### config.mk
export PLATFORM = sky130hd
export DESIGN_NAME = pbc_chan11
export DESIGN_NICKNAME = d
export VERILOG_FILES = /design/src/rtl/pbc_pkg.sv /design/src/rtl/pbc_reg_if.sv /design/src/rtl/pbc_pin_sync.sv /design/src/rtl/pbc_wb_slave.sv /design/src/rtl/pbc_chan11.sv
export SDC_FILE = /design/constraint.sdc
export NUM_CORES = 1
export LEC_CHECK = 0
export BUFFER_PORTS_ARGS = -buffer_cell sky130_fd_sc_hd__buf_4
export CAP_MARGIN = 0
export CORE_MARGIN = 2
export CORE_UTILIZATION = 30
export CTS_CLUSTER_SIZE = 30
export DETAILED_ROUTE_END_ITERATION = 10
export GPL_TIMING_DRIVEN = 0
export PLACE_DENSITY = 0.63
export SLEW_MARGIN = 10
export SYNTH_ARGS = -nofsm -noshare
export SYNTH_HDL_FRONTEND = slang
export SYNTH_SLANG_ARGS = --single-unit
### constraint.sdc
create_clock -name clk_i -period 2 [get_ports clk_i]
set_input_delay 0.2 -clock clk_i [delete_from_list [all_inputs] [get_ports clk_i]]
set_output_delay 0.2 -clock clk_i [all_outputs]
set_load 0.03 [all_outputs]
### src/rtl/pbc_pkg.sv
// constants of the port bypass channel eleven block
// assumes a 250 MHz core clock and a word-indexed wishbone map
`default_nettype none
package pbc_pkg;

  // ----------------------------------------------------------
  // register indices, byte address is four times the index
  // ----------------------------------------------------------
  localparam logic [7:0] CTRL_IDX = 8'h2b;
  localparam logic [7:0] STAT_IDX = 8'h30;
  localparam logic [7:0] MASK_IDX = 8'h31;
  localparam logic [7:0] SRC_IDX = 8'h32;

  // ----------------------------------------------------------
  // control register fields
  // ----------------------------------------------------------
  localparam int EN_BIT = 7;
  localparam int IE_BIT = 6;
  localparam int RSV_HI = 5;
  localparam int RSV_LO = 2;
  localparam int FB_BIT = 1;
  localparam int SD_BIT = 0;

  // ----------------------------------------------------------
  // values after reset
  // ----------------------------------------------------------
  localparam logic EN_RST = 1'b0;
  localparam logic IE_RST = 1'b0;
  localparam logic FB_RST = 1'b1;
  localparam logic MASK_RST = 1'b1;
  localparam logic [7:0] SRC_RST = 8'h00;
  localparam logic LEVEL_RST = 1'b1;

  // ----------------------------------------------------------
  // timing
  // ----------------------------------------------------------
  localparam int CLK_NS = 4;
  localparam int LOSS_NS = 400;
  localparam int LOSS_CYC = LOSS_NS / CLK_NS;
  localparam int SYNC_STAGES = 3;

endpackage
`default_nettype wire

### src/rtl/pbc_reg_if.sv
// register access strobes between the bus slave and the channel
// assumes one clock shared by both ends
`timescale 1ns/1ps
`default_nettype none
interface pbc_reg_if;
  logic wr;
  logic rd;
  logic [7:0] idx;
  logic [7:0] wdat;
  logic [7:0] rdat;
  modport slave (output wr, output rd, output idx, output wdat, input rdat);
  modport regs (input wr, input rd, input idx, input wdat, output rdat);
endinterface
`default_nettype wire

### src/rtl/pbc_pin_sync.sv
// three-stage pin synchroniser with agreement filter
// assumes pins are asynchronous to clk_i
`timescale 1ns/1ps
`default_nettype none
module pbc_pin_sync #(
  parameter int WIDTH = 2
) (
  // clock and reset
  input wire logic clk_i,
  input wire logic rstn_i,
  // pins and filtered levels
  input wire logic [WIDTH-1:0] pin_i,
  output logic [WIDTH-1:0] level_o
);
  logic [WIDTH-1:0] s1_q;
  logic [WIDTH-1:0] s2_q;
  logic [WIDTH-1:0] s3_q;

  always_ff @(posedge clk_i or negedge rstn_i) begin
    if (!rstn_i) begin
      s1_q <= {WIDTH{pbc_pkg::LEVEL_RST}};
      s2_q <= {WIDTH{pbc_pkg::LEVEL_RST}};
      s3_q <= {WIDTH{pbc_pkg::LEVEL_RST}};
    end else begin
      s1_q <= pin_i;
      s2_q <= s1_q;
      s3_q <= s2_q;
    end
  end

  // a level counts once two later stages agree
  always_ff @(posedge clk_i or negedge rstn_i) begin
    if (!rstn_i) begin
      level_o <= {WIDTH{pbc_pkg::LEVEL_RST}};
    end else begin
      for (int i = 0; i < WIDTH; i++) begin
        if (s2_q[i] == s3_q[i]) begin
          level_o[i] <= s3_q[i];
        end
      end
    end
  end
endmodule // pbc_pin_sync
`default_nettype wire

### src/rtl/pbc_wb_slave.sv
// classic wishbone slave with a single registered acknowledge
// assumes 32-bit data, registers in the low byte lane
`timescale 1ns/1ps
`default_nettype none
module pbc_wb_slave (
  // clock and reset
  input wire logic clk_i,
  input wire logic rstn_i,
  // wishbone
  input wire logic wb_cyc_i,
  input wire logic wb_stb_i,
  input wire logic wb_we_i,
  input wire logic [9:0] wb_adr_i,
  input wire logic [3:0] wb_sel_i,
  input wire logic [31:0] wb_dat_i,
  output logic [31:0] wb_dat_o,
  output logic wb_ack_o,
  // register strobes
  pbc_reg_if.slave regs
);
  logic take;

  // one take per request; ack high blocks a second one
  assign take = wb_cyc_i & wb_stb_i & ~wb_ack_o;
  assign regs.wr = take & wb_we_i & wb_sel_i[0];
  assign regs.rd = take & ~wb_we_i;
  assign regs.idx = wb_adr_i[9:2];
  assign regs.wdat = wb_dat_i[7:0];

  always_ff @(posedge clk_i or negedge rstn_i) begin
    if (!rstn_i) begin
      wb_ack_o <= 1'b0;
    end else begin
      wb_ack_o <= take;
    end
  end

  always_ff @(posedge clk_i or negedge rstn_i) begin
    if (!rstn_i) begin
      wb_dat_o <= 32'h0000_0000;
    end else if (take) begin
      wb_dat_o <= wb_we_i ? 32'h0000_0000 : {24'h00_0000, regs.rdat};
    end
  end
endmodule // pbc_wb_slave
`default_nettype wire

### src/rtl/pbc_chan11.sv
// port bypass control channel eleven: control register, pin pair,
// signal detect interrupt and interrupt source register
// assumes one 250 MHz clock and a classic wishbone master
`timescale 1ns/1ps
`default_nettype none

module pbc_chan11 (
  // clock and reset
  input wire logic clk_i,
  input wire logic rstn_i,
  // wishbone slave
  input wire logic wb_cyc_i,
  input wire logic wb_stb_i,
  input wire logic wb_we_i,
  input wire logic [9:0] wb_adr_i,
  input wire logic [3:0] wb_sel_i,
  input wire logic [31:0] wb_dat_i,
  output logic [31:0] wb_dat_o,
  output logic wb_ack_o,
  // pin settings from the general pin registers
  input wire logic gpio_fb_out_i,
  input wire logic gpio_fb_oe_i,
  input wire logic gpio_sd_out_i,
  input wire logic gpio_sd_oe_i,
  // force bypass pin
  input wire logic force_bypass_pin_i,
  output logic force_bypass_pin_o,
  output logic force_bypass_pin_oe_o,
  // signal detect pin
  input wire logic signal_detect_pin_i,
  output logic signal_detect_pin_o,
  output logic signal_detect_pin_oe_o,
  // filtered levels {detect, force} for bypass select logic
  output logic [1:0] pin_level_o,
  // interrupt
  output logic irq_n_o
);

  localparam int LOSS_MAX = pbc_pkg::LOSS_CYC;

  // ----------------------------------------------------------
  // bus slave and pin synchroniser
  // ----------------------------------------------------------
  pbc_reg_if bus_if ();

  pbc_wb_slave u_wb (
    .clk_i(clk_i),
    .rstn_i(rstn_i),
    .wb_cyc_i(wb_cyc_i),
    .wb_stb_i(wb_stb_i),
    .wb_we_i(wb_we_i),
    .wb_adr_i(wb_adr_i),
    .wb_sel_i(wb_sel_i),
    .wb_dat_i(wb_dat_i),
    .wb_dat_o(wb_dat_o),
    .wb_ack_o(wb_ack_o),
    .regs(bus_if.slave)
  );

  pbc_pin_sync #(
    .WIDTH(2)
  ) u_sync (
    .clk_i(clk_i),
    .rstn_i(rstn_i),
    .pin_i({signal_detect_pin_i, force_bypass_pin_i}),
    .level_o(pin_level_o)
  );

  // ----------------------------------------------------------
  // control register
  // ----------------------------------------------------------
  logic en_q;
  logic ie_q;
  logic fb_q;
  logic sd_filt;
  logic sd_prev_q;
  logic sd_edge;
  logic ctrl_wr;

  assign sd_filt = pin_level_o[1];
  assign ctrl_wr = bus_if.wr && bus_if.idx == pbc_pkg::CTRL_IDX;

  // bits 5..2 and bit 0 have no storage
  always_ff @(posedge clk_i or negedge rstn_i) begin
    if (!rstn_i) begin
      en_q <= pbc_pkg::EN_RST;
      ie_q <= pbc_pkg::IE_RST;
    end else if (ctrl_wr) begin
      en_q <= bus_if.wdat[pbc_pkg::EN_BIT];
      ie_q <= bus_if.wdat[pbc_pkg::IE_BIT];
    end
  end

  // loss of signal while enabled clears the bit and wins over a write
  always_ff @(posedge clk_i or negedge rstn_i) begin
    if (!rstn_i) begin
      fb_q <= pbc_pkg::FB_RST;
    end else if (en_q && !sd_filt) begin
      fb_q <= 1'b0;
    end else if (ctrl_wr) begin
      fb_q <= bus_if.wdat[pbc_pkg::FB_BIT];
    end
  end

  // ----------------------------------------------------------
  // pin drive
  // ----------------------------------------------------------
  // enabled: force pin push-pull from the bit, detect pin input only
  always_ff @(posedge clk_i or negedge rstn_i) begin
    if (!rstn_i) begin
      force_bypass_pin_o <= 1'b0;
      force_bypass_pin_oe_o <= 1'b0;
    end else if (en_q) begin
      force_bypass_pin_o <= fb_q;
      force_bypass_pin_oe_o <= 1'b1;
    end else begin
      force_bypass_pin_o <= gpio_fb_out_i;
      force_bypass_pin_oe_o <= gpio_fb_oe_i;
    end
  end

  always_ff @(posedge clk_i or negedge rstn_i) begin
    if (!rstn_i) begin
      signal_detect_pin_o <= 1'b0;
      signal_detect_pin_oe_o <= 1'b0;
    end else if (en_q) begin
      signal_detect_pin_o <= 1'b0;
      signal_detect_pin_oe_o <= 1'b0;
    end else begin
      signal_detect_pin_o <= gpio_sd_out_i;
      signal_detect_pin_oe_o <= gpio_sd_oe_i;
    end
  end

  // ----------------------------------------------------------
  // signal detect interrupt
  // ----------------------------------------------------------
  logic stat_q;
  logic mask_q;
  logic [7:0] src_q;
  logic sd_evt;
  logic stat_rd;

  assign sd_edge = sd_filt ^ sd_prev_q;
  assign sd_evt = en_q & ie_q & sd_edge;
  assign stat_rd = bus_if.rd && bus_if.idx == pbc_pkg::STAT_IDX;

  always_ff @(posedge clk_i or negedge rstn_i) begin
    if (!rstn_i) begin
      sd_prev_q <= pbc_pkg::LEVEL_RST;
    end else begin
      sd_prev_q <= sd_filt;
    end
  end

  // a new event wins over the clearing read
  always_ff @(posedge clk_i or negedge rstn_i) begin
    if (!rstn_i) begin
      stat_q <= 1'b0;
    end else if (sd_evt) begin
      stat_q <= 1'b1;
    end else if (stat_rd) begin
      stat_q <= 1'b0;
    end
  end

  always_ff @(posedge clk_i or negedge rstn_i) begin
    if (!rstn_i) begin
      mask_q <= pbc_pkg::MASK_RST;
    end else if (bus_if.wr && bus_if.idx == pbc_pkg::MASK_IDX) begin
      mask_q <= bus_if.wdat[0];
    end
  end

  // source register names the channel that raised the interrupt
  always_ff @(posedge clk_i or negedge rstn_i) begin
    if (!rstn_i) begin
      src_q <= pbc_pkg::SRC_RST;
    end else if (sd_evt) begin
      src_q <= pbc_pkg::CTRL_IDX;
    end
  end

  always_ff @(posedge clk_i or negedge rstn_i) begin
    if (!rstn_i) begin
      irq_n_o <= 1'b1;
    end else begin
      irq_n_o <= ~(stat_q & mask_q);
    end
  end

  // ----------------------------------------------------------
  // read data
  // ----------------------------------------------------------
  always_comb begin
    bus_if.rdat = 8'h00;
    case (bus_if.idx)
      pbc_pkg::CTRL_IDX: begin
        bus_if.rdat[pbc_pkg::EN_BIT] = en_q;
        bus_if.rdat[pbc_pkg::IE_BIT] = ie_q;
        bus_if.rdat[pbc_pkg::FB_BIT] = fb_q;
        bus_if.rdat[pbc_pkg::SD_BIT] = sd_filt;
      end
      pbc_pkg::STAT_IDX: begin
        bus_if.rdat[0] = stat_q;
      end
      pbc_pkg::MASK_IDX: begin
        bus_if.rdat[0] = mask_q;
      end
      pbc_pkg::SRC_IDX: begin
        bus_if.rdat = src_q;
      end
      default: begin
        bus_if.rdat = 8'h00;
      end
    endcase
  end
endmodule // pbc_chan11
`default_nettype wire

==> flow_summary.json <==
{
  "outcome": "finished clean",
  "seq_power_share": 0.527,
  "rsz0062_at_grt": "no",
  "cts-buffers-inserted": 3,
  "final-setup-viol-count": 0,
  "drt-initial-drc-count": 19,
  "dp_hpwl_um": 1870,
  "worst_slew_pin_slew_ns": 0.523,
  "cts_root_buffer": "clkbuf_8",
  "clock_latency_ns": 0.26,
  "p_sw_uw": 283,
  "synthCells": 101,
  "postRouteAntennaNets": 0,
  "p_comb_frac": 0.204,
  "post-route-drc-count": 0,
  "synth_edf_count": 0,
  "areaGrowthSynthToFinish_pct": 39.9,
  "syn_area_per_cell_sq_um": 12.1,
  "clock_power_share": 0.269,
  "yosys.area.top_type": "dfrtp_1",
  "hold_class": "primary input to register",
  "startpoint_type": "register",
  "hold_viol": 0,
  "grt_pass1_vias": 822,
  "clock_skew_ns": 0.00389,
  "io_buffers": 37,
  "synth_flop_cell": "dfrtp_1",
  "required_ns": 2.20,
  "synthArstFlopShare": 1.00,
  "setup_tns_ns": 0,
  "clock.fmax_mhz": 641,
  "period_minus_slack_ns": 1.56,
  "switching_share": 0.265,
  "ys_seq_area_frac": 0.543,
  "arrival_ns": 1.76,
  "final-seq-area_sq_um": 666,
  "gp_congestion": 0.793,
  "synthTopCellsByCount": "buf_4 (27), dfrtp_1 (14), dfstp_2 (12)",
  "firstDrtPassIters": 4,
  "antenna_found_initial": 0,
  "p_leak_uw": 0.000890,
  "cts.sink_count": 26,
  "grt_overflow": 0,
  "die_h_um": 67.9,
  "yosysUniqueCellTypes": 33,
  "grt_max_degree": 27,
  "drive_gt1_frac": 0.524,
  "slew-limit-headroom": 0.642,
  "place_area_sq_um": 1660,
  "critPathCaptureType": "register",
  "ios": 97,
  "routed-via-count": 878,
  "synth_top_cell_area_share": 0.286,
  "power_density_nw_per_um2": 624,
  "crit_fanout": 10,
  "grt_pass1_wl_um": 3550,
  "hold_path_depth": 1,
  "yosysMostFrequentCell": "buf_4",
  "dieWidth_um": 67.9,
  "final_cell_area_sq_um": 1710,
  "avgRoutedWirePerCell_um": 10.4,
  "timing.final.crit_share": 0.780,
  "htreeDepth": 1,
  "grt_use_total": 0.101,
  "multi_input_area_sq_um": 428,
  "cts-resized-gates": 0,
  "fillers": 393,
  "fin_nets": 226,
  "cts_tree": "built",
  "yosysWarnings": 0,
  "p_int_uw": 786,
  "ys_top_cells_by_area": "dfrtp_1 (29%), dfstp_2 (26%), buf_4 (17%), mux2_2 (2.8%), nand2_1 (2.1%)",
  "core_area_sq_um": 3970,
  "irDropWorstVdd_v": 0.000317,
  "max_cap_violations": 0,
  "placement_rows": 23,
  "wl_um": 2270,
  "antennaDiodeCount": 0,
  "reg2reg_depth": 4,
  "via_per_inst": 4.03,
  "clk_pin_slew_ns": 0.08,
  "clock_path_buffers": 2,
  "die_area_sq_um": 4610,
  "initial_core_util": 0.308,
  "synth_area_sq_um": 1220,
  "ys_ff_latch": 26,
  "power_uw": 1070,
  "slew_violations": 0,
  "crit_type": "register to register"
}
## power groups by stage
stage	Sequential [uW]	Combinational [uW]	Clock, uW
6_report	563	218	288
5_1_grt	566	237	320
4_1_cts	563	218	303
3_5_place_dp	573	216	0
3_3_place_gp	572	212	0
2_1_floorplan	591	129	0
## cell usage in the layout, fill, tap and decap left out
master,synthesis,layout
or2_2,1,1
mux2_2,3,3
conb_1,1,26
buf_4,27,64
inv_1,2,2
or4b_4,1,1
nor3_1,2,2
nand4_1,1,1
dfstp_2,12,12
nand4b_1,2,2
nor2_1,2,2
nor4_4,1,1
a31o_2,1,1
xor2_1,1,1
mux2i_1,2,2
a21o_1,1,1
o22ai_1,1,1
maj3_1,2,2
nand3b_1,2,2
a21oi_1,1,1
a21o_2,1,1
mux2_1,1,1
dfrtp_1,14,14
clkbuf_8,0,3
nand3_1,1,1
dlygate4sd3_1,0,1
a2111oi_0,1,1
nor4_1,1,1
nand2_1,7,7
clkbuf_1,1,2
a22o_1,3,3
a32o_1,1,1
buf_6,1,1
nor2b_1,2,2
or2b_1,1,1
## repair_timing
item / in CTS / in global routing
hold buffers: 1 / 0
setup buffers: 0 / 0
endpoints found under the hold margin: 14 / 0
## worst max-delay path, cell delays in order (launching register included)
cell and delay [ns]:
dfrtp_1 0.39, nand3b_1 0.23, buf_6 0.18, a2111oi_0 0.49, a22o_1 0.21
## kinds of logic (layout without fill, tap and decap cells)
| group | after synthesis | count (layout) | share of synthesized area |
|---|---|---|---|
| AOI/OAI and AO/OA | 10 | 10 | 0.0664 |
| xor gates and xnor gates | 1 | 1 | 0.00715 |
| adders and majority gates | 2 | 2 | 0.0163 |
| buffers and inverters | 31 | 73 | 0.184 |
| DFF | 26 | 26 | 0.543 |
| muxes | 6 | 6 | 0.0531 |
| other | 1 | 26 | 0.00306 |
| and+or+nand+nor | 24 | 24 | 0.127 |
## cell type report
| cell class | instances | share of cell area |
|---|---|---|
| Clock buffer | 4 | 0.0263 |
| Timing Repair Buffer | 38 | 0.168 |
| Tap cell | 50 | 0.0365 |
| Buffer | 29 | 0.127 |
| Multi-Input combinational cell | 69 | 0.250 |
| Sequential cell | 26 | 0.388 |
| Inverter | 2 | 0.00438 |
## sequential cells by signal (all words and copies together) (netlist names), 2 cells and up
name and cells:
u_sync.s1_q 2, u_sync.level_o 2, u_wb.wb_dat_o 5, u_sync.s3_q 2
u_sync.s2_q 2
## metal layers
layer / share of wire / GRT usage / wire length (um)
met3: 0.11 / 0.0214 / 239
met2: 0.56 / 0.199 / 1260
met5: 0 / 0 / 0
met4: 0.0022 / 0.0300 / 5
met1: 0.34 / 0.105 / 763
## per-stage QoR
stage           util  setup slack (ns)  hold slack (ns)  std cells
2_1_floorplan      -             0.419          -0.0956        126
3_3_place_gp   0.418             0.227            0.112        213
3_5_place_dp   0.418             0.206            0.121        213
4_1_cts        0.432             0.417           0.0341        218
5_1_grt        0.432             0.224           0.0296        218
6_report       0.432             0.440           0.0441        218
## path summary, 6_finish.rpt
path	from	end	slack, ns
max in group asynchronous	rstn_i	mask_q	1.34
worst max-delay path	u_wb.wb_ack_o	u_wb.wb_dat_o[0]	0.44
worst max register to register	u_wb.wb_ack_o	u_wb.wb_dat_o[0]	0.44
worst min-delay path	signal_detect_pin_i	u_sync.s1_q[1]	0.04
min in group asynchronous	rstn_i	u_wb.wb_dat_o[6]	0.37
worst min register to register	u_sync.s1_q[0]	u_sync.s2_q[0]	0.35
Note: power is estimated with default switching activity, not from simulation.
